$ cat config.mk
export PLATFORM = sky130hd
export DESIGN_NAME = jtir_decode
export DESIGN_NICKNAME = d
export VERILOG_FILES = /design/src/core/jtir_decode.v
export VERILOG_INCLUDE_DIRS = /design/src /design/src/core
export SDC_FILE = /design/constraint.sdc
export NUM_CORES = 1
export LEC_CHECK = 0
export BUFFER_PORTS_ARGS = -buffer_cell sky130_fd_sc_hd__buf_2
export CAP_MARGIN = 20
export CORE_MARGIN = 4
export CORE_UTILIZATION = 50
export CTS_BUF_LIST = sky130_fd_sc_hd__clkbuf_8
export DETAILED_ROUTE_END_ITERATION = 7
export GPL_TIMING_DRIVEN = 1
export HOLD_SLACK_MARGIN = 0.05
export PLACE_DENSITY = 0.68
export SETUP_SLACK_MARGIN = 0.5
export SLEW_MARGIN = 20
export SYNTH_ARGS = -nofsm -noshare
export SYNTH_HDL_FRONTEND = slang
export SYNTH_SLANG_ARGS = --single-unit
export TNS_END_PERCENT = 10
$ cat constraint.sdc
create_clock -name clk -period 2.3 [get_ports clk]
set_input_delay 0 -clock clk [delete_from_list [all_inputs] [get_ports clk]]
set_output_delay 0 -clock clk [all_outputs]
set_load 0.05 [all_outputs]
$ cat src/core/jtir_map.vh
`ifndef JTIR_MAP_VH
`define JTIR_MAP_VH

// ----------------------------------------
// Instruction codes
// ----------------------------------------
`define JTIR_IR_W 3
`define JTIR_EXTERNAL 3'h0
`define JTIR_IDENT 3'h1
`define JTIR_SAMPLE 3'h4
`define JTIR_FLOAT 3'h5
`define JTIR_HOLD 3'h6
`define JTIR_PASS 3'h7
`define JTIR_IR_RESET 3'h1
`define JTIR_IR_CAPTURE 3'h1

// ----------------------------------------
// Identification and boundary chain
// ----------------------------------------
`define JTIR_ID_W 32
`define JTIR_PINS 4
`define JTIR_BSR_W 12
`define JTIR_CELL_CTL 0
`define JTIR_CELL_OUT 1
`define JTIR_CELL_IN 2
`define JTIR_SYNC_W 8

`endif

$ cat src/core/jtir_decode.v
`timescale 1ns/1ps
`default_nettype none
`include "jtir_map.vh"

// ----------------------------------------
// Pin synchroniser and edge finder
// ----------------------------------------
module jtir_sync #(
   parameter W = 8
) (
   input wire clk,
   input wire rst,
   input wire [W-1:0] din,
   output reg [W-1:0] lvl_reg,
   output wire [W-1:0] rise,
   output wire [W-1:0] fall
);
   reg [W-1:0] s1_reg;
   reg [W-1:0] s2_reg;
   reg [W-1:0] s3_reg;
   wire [W-1:0] agree;

   // A change counts only once the second and third stages agree.
   assign agree = ~(s2_reg ^ s3_reg);
   assign rise = agree & s3_reg & ~lvl_reg;
   assign fall = agree & ~s3_reg & lvl_reg;

   always @(posedge clk) begin
      if (rst) begin
         s1_reg <= {W{1'b0}};
         s2_reg <= {W{1'b0}};
         s3_reg <= {W{1'b0}};
         lvl_reg <= {W{1'b0}};
      end else begin
         s1_reg <= din;
         s2_reg <= s1_reg;
         s3_reg <= s2_reg;
         lvl_reg <= (agree & s3_reg) | (~agree & lvl_reg);
      end
   end
endmodule // jtir_sync

// ----------------------------------------
// Test port: TAP, instruction register, data registers
// ----------------------------------------
module jtir_decode #(
   // Arbitrary identity value; bit 0 must stay one.
   parameter [31:0] ID_VALUE = 32'h0000_0001
) (
   input wire clk,
   input wire rst,
   input wire tck,
   input wire tms,
   input wire tdi,
   input wire trst_n,
   output reg tdo,
   output reg tdo_oe_n,
   input wire [`JTIR_PINS-1:0] core_out,
   input wire [`JTIR_PINS-1:0] core_oe,
   input wire [`JTIR_PINS-1:0] pad_in,
   output reg [`JTIR_PINS-1:0] pad_out,
   output reg [`JTIR_PINS-1:0] pad_oe_n,
   output reg func_reset,
   output wire [`JTIR_IR_W-1:0] active_instr
);
   localparam [15:0] S_TLR = 16'h0001;
   localparam [15:0] S_RTI = 16'h0002;
   localparam [15:0] S_SEL_DR = 16'h0004;
   localparam [15:0] S_CAP_DR = 16'h0008;
   localparam [15:0] S_SH_DR = 16'h0010;
   localparam [15:0] S_EX1_DR = 16'h0020;
   localparam [15:0] S_PA_DR = 16'h0040;
   localparam [15:0] S_EX2_DR = 16'h0080;
   localparam [15:0] S_UPD_DR = 16'h0100;
   localparam [15:0] S_SEL_IR = 16'h0200;
   localparam [15:0] S_CAP_IR = 16'h0400;
   localparam [15:0] S_SH_IR = 16'h0800;
   localparam [15:0] S_EX1_IR = 16'h1000;
   localparam [15:0] S_PA_IR = 16'h2000;
   localparam [15:0] S_EX2_IR = 16'h4000;
   localparam [15:0] S_UPD_IR = 16'h8000;

   wire [`JTIR_SYNC_W-1:0] lvl;
   wire [`JTIR_SYNC_W-1:0] rise;
   wire [`JTIR_SYNC_W-1:0] fall;
   wire tck_rise;
   wire tck_fall;
   wire tms_s;
   wire tdi_s;
   wire trst_s_n;
   wire [`JTIR_PINS-1:0] pad_in_s;

   reg [15:0] state_reg;
   reg [15:0] state_next;
   reg [`JTIR_IR_W-1:0] ir_shift_reg;
   reg [`JTIR_IR_W-1:0] ir_hold_reg;
   reg [`JTIR_ID_W-1:0] id_reg;
   reg bypass_reg;
   reg [`JTIR_BSR_W-1:0] bsr_reg;
   reg [`JTIR_BSR_W-1:0] upd_reg;

   wire sel_bsr;
   wire sel_id;
   wire drive_cells;
   reg dr_lsb;
   integer i;
   integer j;

   jtir_sync #(.W(`JTIR_SYNC_W)) u_sync (
      .clk(clk),
      .rst(rst),
      .din({pad_in, trst_n, tdi, tms, tck}),
      .lvl_reg(lvl),
      .rise(rise),
      .fall(fall)
   );

   assign tck_rise = rise[0];
   assign tck_fall = fall[0];
   assign tms_s = lvl[1];
   assign tdi_s = lvl[2];
   assign trst_s_n = lvl[3];
   assign pad_in_s = lvl[7:4];
   assign active_instr = ir_hold_reg;

   // ----------------------------------------
   // Instruction decode
   // ----------------------------------------
   // Codes 010 and 011 fall through to the bypass bit.
   assign sel_bsr = (ir_hold_reg == `JTIR_EXTERNAL)
      || (ir_hold_reg == `JTIR_SAMPLE);
   assign sel_id = (ir_hold_reg == `JTIR_IDENT);
   assign drive_cells = (ir_hold_reg == `JTIR_EXTERNAL) || (ir_hold_reg == `JTIR_HOLD);

   always @* begin
      if (sel_bsr) begin
         dr_lsb = bsr_reg[0];
      end else if (sel_id) begin
         dr_lsb = id_reg[0];
      end else begin
         dr_lsb = bypass_reg;
      end
   end

   // ----------------------------------------
   // TAP state machine
   // ----------------------------------------
   // Five TMS-high edges lead to reset from any state.
   always @* begin
      case (state_reg)
         S_TLR: state_next = tms_s ? S_TLR : S_RTI;
         S_RTI: state_next = tms_s ? S_SEL_DR : S_RTI;
         S_SEL_DR: state_next = tms_s ? S_SEL_IR : S_CAP_DR;
         S_CAP_DR: state_next = tms_s ? S_EX1_DR : S_SH_DR;
         S_SH_DR: state_next = tms_s ? S_EX1_DR : S_SH_DR;
         S_EX1_DR: state_next = tms_s ? S_UPD_DR : S_PA_DR;
         S_PA_DR: state_next = tms_s ? S_EX2_DR : S_PA_DR;
         S_EX2_DR: state_next = tms_s ? S_UPD_DR : S_SH_DR;
         S_UPD_DR: state_next = tms_s ? S_SEL_DR : S_RTI;
         S_SEL_IR: state_next = tms_s ? S_TLR : S_CAP_IR;
         S_CAP_IR: state_next = tms_s ? S_EX1_IR : S_SH_IR;
         S_SH_IR: state_next = tms_s ? S_EX1_IR : S_SH_IR;
         S_EX1_IR: state_next = tms_s ? S_UPD_IR : S_PA_IR;
         S_PA_IR: state_next = tms_s ? S_EX2_IR : S_PA_IR;
         S_EX2_IR: state_next = tms_s ? S_UPD_IR : S_SH_IR;
         S_UPD_IR: state_next = tms_s ? S_SEL_DR : S_RTI;
         default: state_next = S_TLR;
      endcase
   end

   // ----------------------------------------
   // Rising TCK edge: state, capture and shift
   // ----------------------------------------
   // TDI is taken from the stable sampled level, so it must settle first.
   always @(posedge clk) begin
      if (rst || !trst_s_n) begin
         state_reg <= S_TLR;
         ir_shift_reg <= `JTIR_IR_RESET;
         id_reg <= {`JTIR_ID_W{1'b0}};
         bypass_reg <= 1'b0;
         bsr_reg <= {`JTIR_BSR_W{1'b0}};
      end else if (tck_rise) begin
         state_reg <= state_next;
         if (state_reg == S_CAP_IR) begin
            ir_shift_reg <= `JTIR_IR_CAPTURE;
         end else if (state_reg == S_SH_IR) begin
            ir_shift_reg <= {tdi_s, ir_shift_reg[`JTIR_IR_W-1:1]};
         end
         if (state_reg == S_CAP_DR) begin
            id_reg <= ID_VALUE | 32'h0000_0001;
            bypass_reg <= 1'b0;
            if (sel_bsr) begin
               // Capture only observes pins; system paths are never touched.
               for (i = 0; i < `JTIR_PINS; i = i + 1) begin
                  bsr_reg[3*i+`JTIR_CELL_CTL] <= core_oe[i];
                  bsr_reg[3*i+`JTIR_CELL_OUT] <= core_out[i];
                  bsr_reg[3*i+`JTIR_CELL_IN] <= pad_in_s[i];
               end
            end
         end else if (state_reg == S_SH_DR) begin
            if (sel_bsr) begin
               bsr_reg <= {tdi_s, bsr_reg[`JTIR_BSR_W-1:1]};
            end else if (sel_id) begin
               id_reg <= {tdi_s, id_reg[`JTIR_ID_W-1:1]};
            end else begin
               bypass_reg <= tdi_s;
            end
         end
      end
   end

   // ----------------------------------------
   // Falling TCK edge: hold stage, update cells, TDO
   // ----------------------------------------
   // TCK is not locked to clk, so sampled data is only meaningful if the tester aligns it.
   always @(posedge clk) begin
      if (rst || !trst_s_n) begin
         ir_hold_reg <= `JTIR_IR_RESET;
         upd_reg <= {`JTIR_BSR_W{1'b0}};
         tdo <= 1'b0;
         tdo_oe_n <= 1'b1;
      end else if (tck_fall) begin
         if (state_reg == S_TLR) begin
            ir_hold_reg <= `JTIR_IR_RESET;
         end else if (state_reg == S_UPD_IR) begin
            ir_hold_reg <= ir_shift_reg;
         end
         if (state_reg == S_UPD_DR && sel_bsr) begin
            upd_reg <= bsr_reg;
         end
         if (state_reg == S_SH_IR) begin
            tdo <= ir_shift_reg[0];
            tdo_oe_n <= 1'b0;
         end else if (state_reg == S_SH_DR) begin
            tdo <= dr_lsb;
            tdo_oe_n <= 1'b0;
         end else begin
            tdo_oe_n <= 1'b1;
         end
      end
   end

   // ----------------------------------------
   // Pad control
   // ----------------------------------------
   always @(posedge clk) begin
      if (rst) begin
         pad_out <= {`JTIR_PINS{1'b0}};
         pad_oe_n <= {`JTIR_PINS{1'b1}};
         func_reset <= 1'b0;
      end else begin
         func_reset <= (ir_hold_reg == `JTIR_HOLD);
         for (j = 0; j < `JTIR_PINS; j = j + 1) begin
            if (ir_hold_reg == `JTIR_FLOAT) begin
               pad_out[j] <= core_out[j];
               pad_oe_n[j] <= 1'b1;
            end else if (drive_cells) begin
               pad_out[j] <= upd_reg[3*j+`JTIR_CELL_OUT];
               pad_oe_n[j] <= ~upd_reg[3*j+`JTIR_CELL_CTL];
            end else begin
               pad_out[j] <= core_out[j];
               pad_oe_n[j] <= ~core_oe[j];
            end
         end
      end
   end
endmodule // jtir_decode

`default_nettype wire

# Word level (Yosys, flattened, before mapping)
# Cells that the tools add are included.
# word_totals
register_bits	121
inputBits	18
wordCells	128
# op_classes
n_eq_ne	24
n_mux	47
bitwise	19
reduce_logical	22
# ops
operator	count
case mux 16 bit (12 select lines)	1
two-way mux 32 bit	4
two-way mux 12 bit	4
two-way mux 16 bit	2
two-way mux 1 bit	22
two-way mux 9 bit	2
bitwise AND 8 bit	2
== test 16 x 1 -> 1 bit, second input constant	1
== test 16 x 10 -> 1 bit, second input constant	1
== test 16 x 11 -> 1 bit, second input constant	1
== test 16 x 12 -> 1 bit, second input constant	1
== test 16 x 13 -> 1 bit, second input constant	1
== test 16 x 14 -> 1 bit, second input constant	1
== test 16 x 15 -> 1 bit, second input constant	1
== test 16 bit, second input constant	1
== test 16 x 2 -> 1 bit, second input constant	1
== test 16 x 3 -> 1 bit, second input constant	1
== test 16 x 4 -> 1 bit, second input constant	1
== test 16 x 5 -> 1 bit, second input constant	1
== test 16 x 6 -> 1 bit, second input constant	1
== test 16 x 7 -> 1 bit, second input constant	1
== test 16 x 8 -> 1 bit, second input constant	1
== test 16 x 9 -> 1 bit, second input constant	1
inverter 8 bit	2
25 further kinds	57

# Logic depth before layout (Yosys ltp)
# depth
word_depth	5
mapped_depth	9
ltp_nobuf	7

# Modules after synthesis
# A second synthesis with hierarchy kept.
# unflattened
hier_cells	560
hier_area_um2	5165.0
# modules_own_cells
module	instances	cells_per_inst	area_each_um2	seq_area_each_um2
jtir_decode	1	437	3901.2	1721.7
jtir_sync	1	123	1263.7	640.6

# Worst setup path before layout
# OpenSTA, ideal clock, no wires.
# synth_timing
kind	register to register
from	reg state_reg[5]
to	reg id_reg[2]
setup_ns	0.128
arrival_time_ns	1.854
required_time_ns	2.172
setup_slack_ns	0.318
stages_incl_launch_ff	10
n_path_buf	3
synth_period_minus_slack_ns	1.982
cell_sequence	dfxtp_1 -> buf_2 -> nor4_4 -> nand4b_2 -> or2_0 -> and4_1 -> buf_6 -> buf_6 -> a22oi_1 -> nor2_1
# synth_between
elab_chain_len	3
elab_cells_between_ends	7
classes_between	eq/ne: 3; mux: 1; reduce/logical: 3
# synth_lines
element	line	text
start, declared	jtir_decode.v:93	reg [15:0] state_reg;
start signal, assigned	jtir_decode.v:183	state_reg <= state_next;
== test 16 x 4 -> 1 bit or == test 16 x 5 -> 1 bit (tied branches)	jtir_decode.v:189, jtir_decode.v:200	
!= test 2 x 1 -> 1 bit (no source line) or nonzero test 2 bit (tied branches)	n/a	
AND reduction 4 bit (no source line)	n/a	
end signal, assigned	jtir_decode.v:179	id_reg <= {`JTIR_ID_W{1'b0}};
end signal, assigned	jtir_decode.v:190	id_reg <= ID_VALUE | 32'h0000_0001;
end signal, assigned	jtir_decode.v:204	id_reg <= {tdi_s, id_reg[`JTIR_ID_W-1:1]};
end, declared	jtir_decode.v:97	reg [`JTIR_ID_W-1:0] id_reg;
# Parallel ways exist; a longest one is shown, timed or not.
# A chain may end at the register's enable or synchronous reset.

# Worst setup path in the final report
# layout_timing
from	reg state_reg[0]
to	reg bsr_reg[0]
# layout_between
elab_chain_len	3
elab_cells_between_ends	7
classes_between	eq/ne: 4; mux: 1; reduce/logical: 2
# layout_lines
element	line	text
== test 16 x 5 -> 1 bit or == test 16 x 4 -> 1 bit (tied branches)	jtir_decode.v:200, jtir_decode.v:189	
!= test 2 bit (no source line) or nonzero test 2 bit (tied branches)	n/a	
AND reduction 4 bit (no source line)	n/a	
end signal, assigned by index	jtir_decode.v:196	bsr_reg[3*i+`JTIR_CELL_OUT] <= core_out[i];
end signal, assigned by index	jtir_decode.v:197	bsr_reg[3*i+`JTIR_CELL_IN] <= pad_in_s[i];
end signal, assigned	jtir_decode.v:202	bsr_reg <= {tdi_s, bsr_reg[`JTIR_BSR_W-1:1]};
end, declared	jtir_decode.v:99	reg [`JTIR_BSR_W-1:0] bsr_reg;
# Parallel ways exist; a longest one is shown, timed or not.

==> results.md <==
- Synth cell count leaders: 118 x dfxtp_1, 87 x nor2_1, 36 x a22oi_1
- Area leader, netlist: dfxtp_1
- RSZ-0062 raised after global routing: yes
- CP cell instances: nor4_4 > nand4b_1 > buf_4 > nor2_4 > buf_6 > o211a_2 > nor2_1 > a211oi_1
- Area grow syn2layout: 29.71%
- CP delay by family, top: simple AND/OR/NAND/NOR gates
- Top post-synthesis cells by area: dfxtp_1 49%, nor2_1 6.8%, a22oi_1 5.6%, mux2i_1 5.2%, nor2b_1 3.6%
- Reg2Reg Setup Slack: 0.18 ns
- DR vias: about 4000
- Placed cells: approximately 660
- Global Route Usage Sum: 0.2004
- PD cells: 672.0 mW/mm2
- CTS Buffer Depth: 2
- DIE AREA: roughly 0.011 mm2
- Crit path launch: state_reg[0]$_SDFFE_PP1P_
- YS warnings: 0
- Drt total wl: between 10000 and 15000 um
- Max-Cap Viols: 0
- Die X: approximately 110 um
- Largest net degree at the start of global routing: 43
- Pleak: about 2.1 nW
- Final worst setup slack: 0.1843 ns
- Final hold slack: 0.1041 ns
- Non-filler cells, final: around 740
- Number of H-tree levels: 4
- Worst min path class: in -> reg
- Cell Int Power: 3.212 mW
- Antenna Nets Post-Route: 0
- # setup viols final: 0
- Drt pass-1 iters: 6
- Synth cell types: 54
- Port Buf Inserts: 31
- Post-synth EDFFs: 0
- Gp weighted congestion: ~0.82
- Core area: 0.009328 mm2
- Die Y: between 100 and 150 um
- Final HPWL from detailed placement: 6748 um
- Overflow after GRT: 0
- Filler cells: just over 700
- WL met2: just under 6000 um
- Worst-path clk slew: roughly 0.080 ns
- WL met3: slightly below 600 um
- Total Power: about 4.2 mW
- Async SR Flop Fraction: 0
- Slowest cell delay on critical path: 0.37 ns
- Peak supply drop: 0.4871 mV
- M1 wire length: slightly above 5000 um
- Final antenna diode count: 0
- Critical path depth: 8
- First-pass GRT wire length: 18310 um
- Endpoint class of the critical path: flip-flop
- Antenna violations before repair: 0
- Critical path launch point type: flip-flop
- Hold depth: 3
- Outcome: finished, final reports clean
- Count leader, synth: dfxtp_1
- Combinational share of power: 0.027
- Iteration-0 DRC Markers: 252
- Share of the synthesized area in the top cell type: 0.4890
- Vias in the first global route: around 3900
- Final worst-path cycle share: 0.9199
- Slew headroom: 0.4602
- P_sw: 0.9984 mW
- Mapped Nets: approximately 540
- Avg Synthesized Cell Area: 9.237 um2
- Top FF cell, synth: dfxtp_1
- WP buf/inv: 2
- Top Metal Used: met4
- Clock Sinks: roughly 120
- Worst path required time: between 2 and 3 ns
- Final Hold Vio Count: 0
- Share of layout cells above drive strength 1: 0.2867
- Fin nets: 614
- Clk pwr share: 0.481
- Final Critical Period: approximately 2.1 ns
- Slew @ Worst Pin: between 0.8 and 0.9 ns
- Critical path class: reg -> reg
- DP Worst Slack: around 0.13 ns
- Crit-path max FO: 6
- Fmax: about 0.47 GHz
- WL/cell: about 16 um
- Synth Instances: ~520
- Rows: 35
- CTS root buf: clkbuf_8
- Via density: 5.596
- Initial Util: 0.5179
- Flops & latches, synth: approximately 120
- Worst skew pair latency: between 0.4 and 0.5 ns
- Final count of pins violating max slew: 0
- RR Startpoint: state_reg[0]$_SDFFE_PP1P_
- DRC: 0
- Switching share of total power: 0.2371
- Crit-path slowest cell: dfxtp_4
- Max FFs per register: 32
- Hold path startpoint: rst
- CTS buffer count: 17
- CTS tree: done
- Setup TNS: 0 ns
- Sequential fraction of the synthesis area: 0.4890
- Io pins: 32
- Worst Path Arrival: ~2.5 ns
- Synth Cell Area: between 0.004 and 0.005 mm2
- Clk_skew: roughly 0.0091 ns
- Sequential power share: 0.492
- R2R depth: 8
[metrics by stage]
stage	util	area [um2]
after global placement	0.5671	5290
after CTS	0.6404	5973
after global routing	0.6718	6266
after floorplan	-	5019
after detailed placement	0.5671	5290
final	0.6718	6266
[routing by layer]
layer / vias to the layer above / GRT usage
li1: 1989 / -
met1: 1978 / 0.2449
met2: 123 / 0.3371
met3: 29 / 0.05222
met4: 0 / 0.07771
met5: - / 0
[worst reg2reg max path, cell delays in order (launching register included)]
cell	delay, ns
dfxtp_4	0.37
nor4_4	0.29
nand4b_1	0.26
buf_4	0.24
nor2_4	0.15
buf_6	0.14
o211a_2	0.29
nor2_1	0.06
a211oi_1	0.22
[cell type report]
type                            count  area (um2)  area share
Tap cell                          129       161.4     0.02576
Inverter                            7       26.28    0.004193
Timing Repair Buffer               89       737.0      0.1176
Sequential cell                   118        2384      0.3804
Clock inverter                     15       193.9     0.03095
Clock buffer                       17       234.0     0.03734
Multi-Input combinational cell    361        2530      0.4038
[power by group through the flow]
stage | logic, mW | clock network (mW) | registers (mW)
after floorplan | 0.0341 | 0 | 2.15
after global placement | 0.0923 | 0 | 2.12
after detailed placement | 0.0937 | 0 | 2.12
after CTS | 0.115 | 2.06 | 2.08
after global routing | 0.127 | 2.17 | 2.07
final | 0.116 | 2.02 | 2.07
[path summary, 6_finish.rpt]
path / endpoint
setup / recovery: bsr_reg[0]$_SDFFE_PP0P_
setup reg to reg: bsr_reg[0]$_SDFFE_PP0P_
hold / removal: pad_out[2]$_SDFF_PP0_
hold reg to reg: u_sync.s2_reg[1]$_SDFF_PP0_
[cell usage in the layout, fill, tap and decap left out, types with 4 or more instances in the layout]
cell type | netlist | final
a211oi_1 | 15 | 14
a21oi_1 | 25 | 25
a22oi_1 | 36 | 6
a22oi_2 | 0 | 30
buf_12 | 0 | 4
buf_2 | 6 | 31
buf_4 | 2 | 34
clkbuf_8 | 0 | 17
dfxtp_1 | 118 | 109
dfxtp_2 | 0 | 5
dfxtp_4 | 0 | 4
dlygate4sd3_1 | 0 | 16
inv_1 | 7 | 7
inv_6 | 0 | 5
mux2i_1 | 25 | 24
nand2_1 | 30 | 29
nand2b_1 | 8 | 6
nand3_1 | 8 | 7
nand4_1 | 6 | 6
nor2_1 | 87 | 85
nor2b_1 | 28 | 28
nor3_1 | 5 | 4
nor4_1 | 6 | 6
nor4_4 | 4 | 4
o21ai_0 | 22 | 22
xnor2_1 | 5 | 5
[logic make-up (layout without fill, tap and decap cells)]
logic type | Yosys count | in the layout | synth area share
multiplexers | 25 | 25 | 0.05180
adder cells (fa/ha/maj) | 2 | 2 | 0.005179
AO/OA/AOI/OAI | 114 | 116 | 0.1593
AND/OR/NAND/NOR | 210 | 210 | 0.2321
XOR/XNOR | 8 | 8 | 0.01450
flip-flops | 118 | 118 | 0.4890
buffers and inverters | 46 | 128 | 0.04817
[what timing repair did]
item,CTS,global route
pin swaps,7,11
hold endpoints to repair,24,0
hold buffers,16,0
setup endpoints to repair,69,73
gates cloned,0,5
resized for setup,10,25
buffers inserted,7,12
Note: power is estimated with default switching activity, not from simulation.
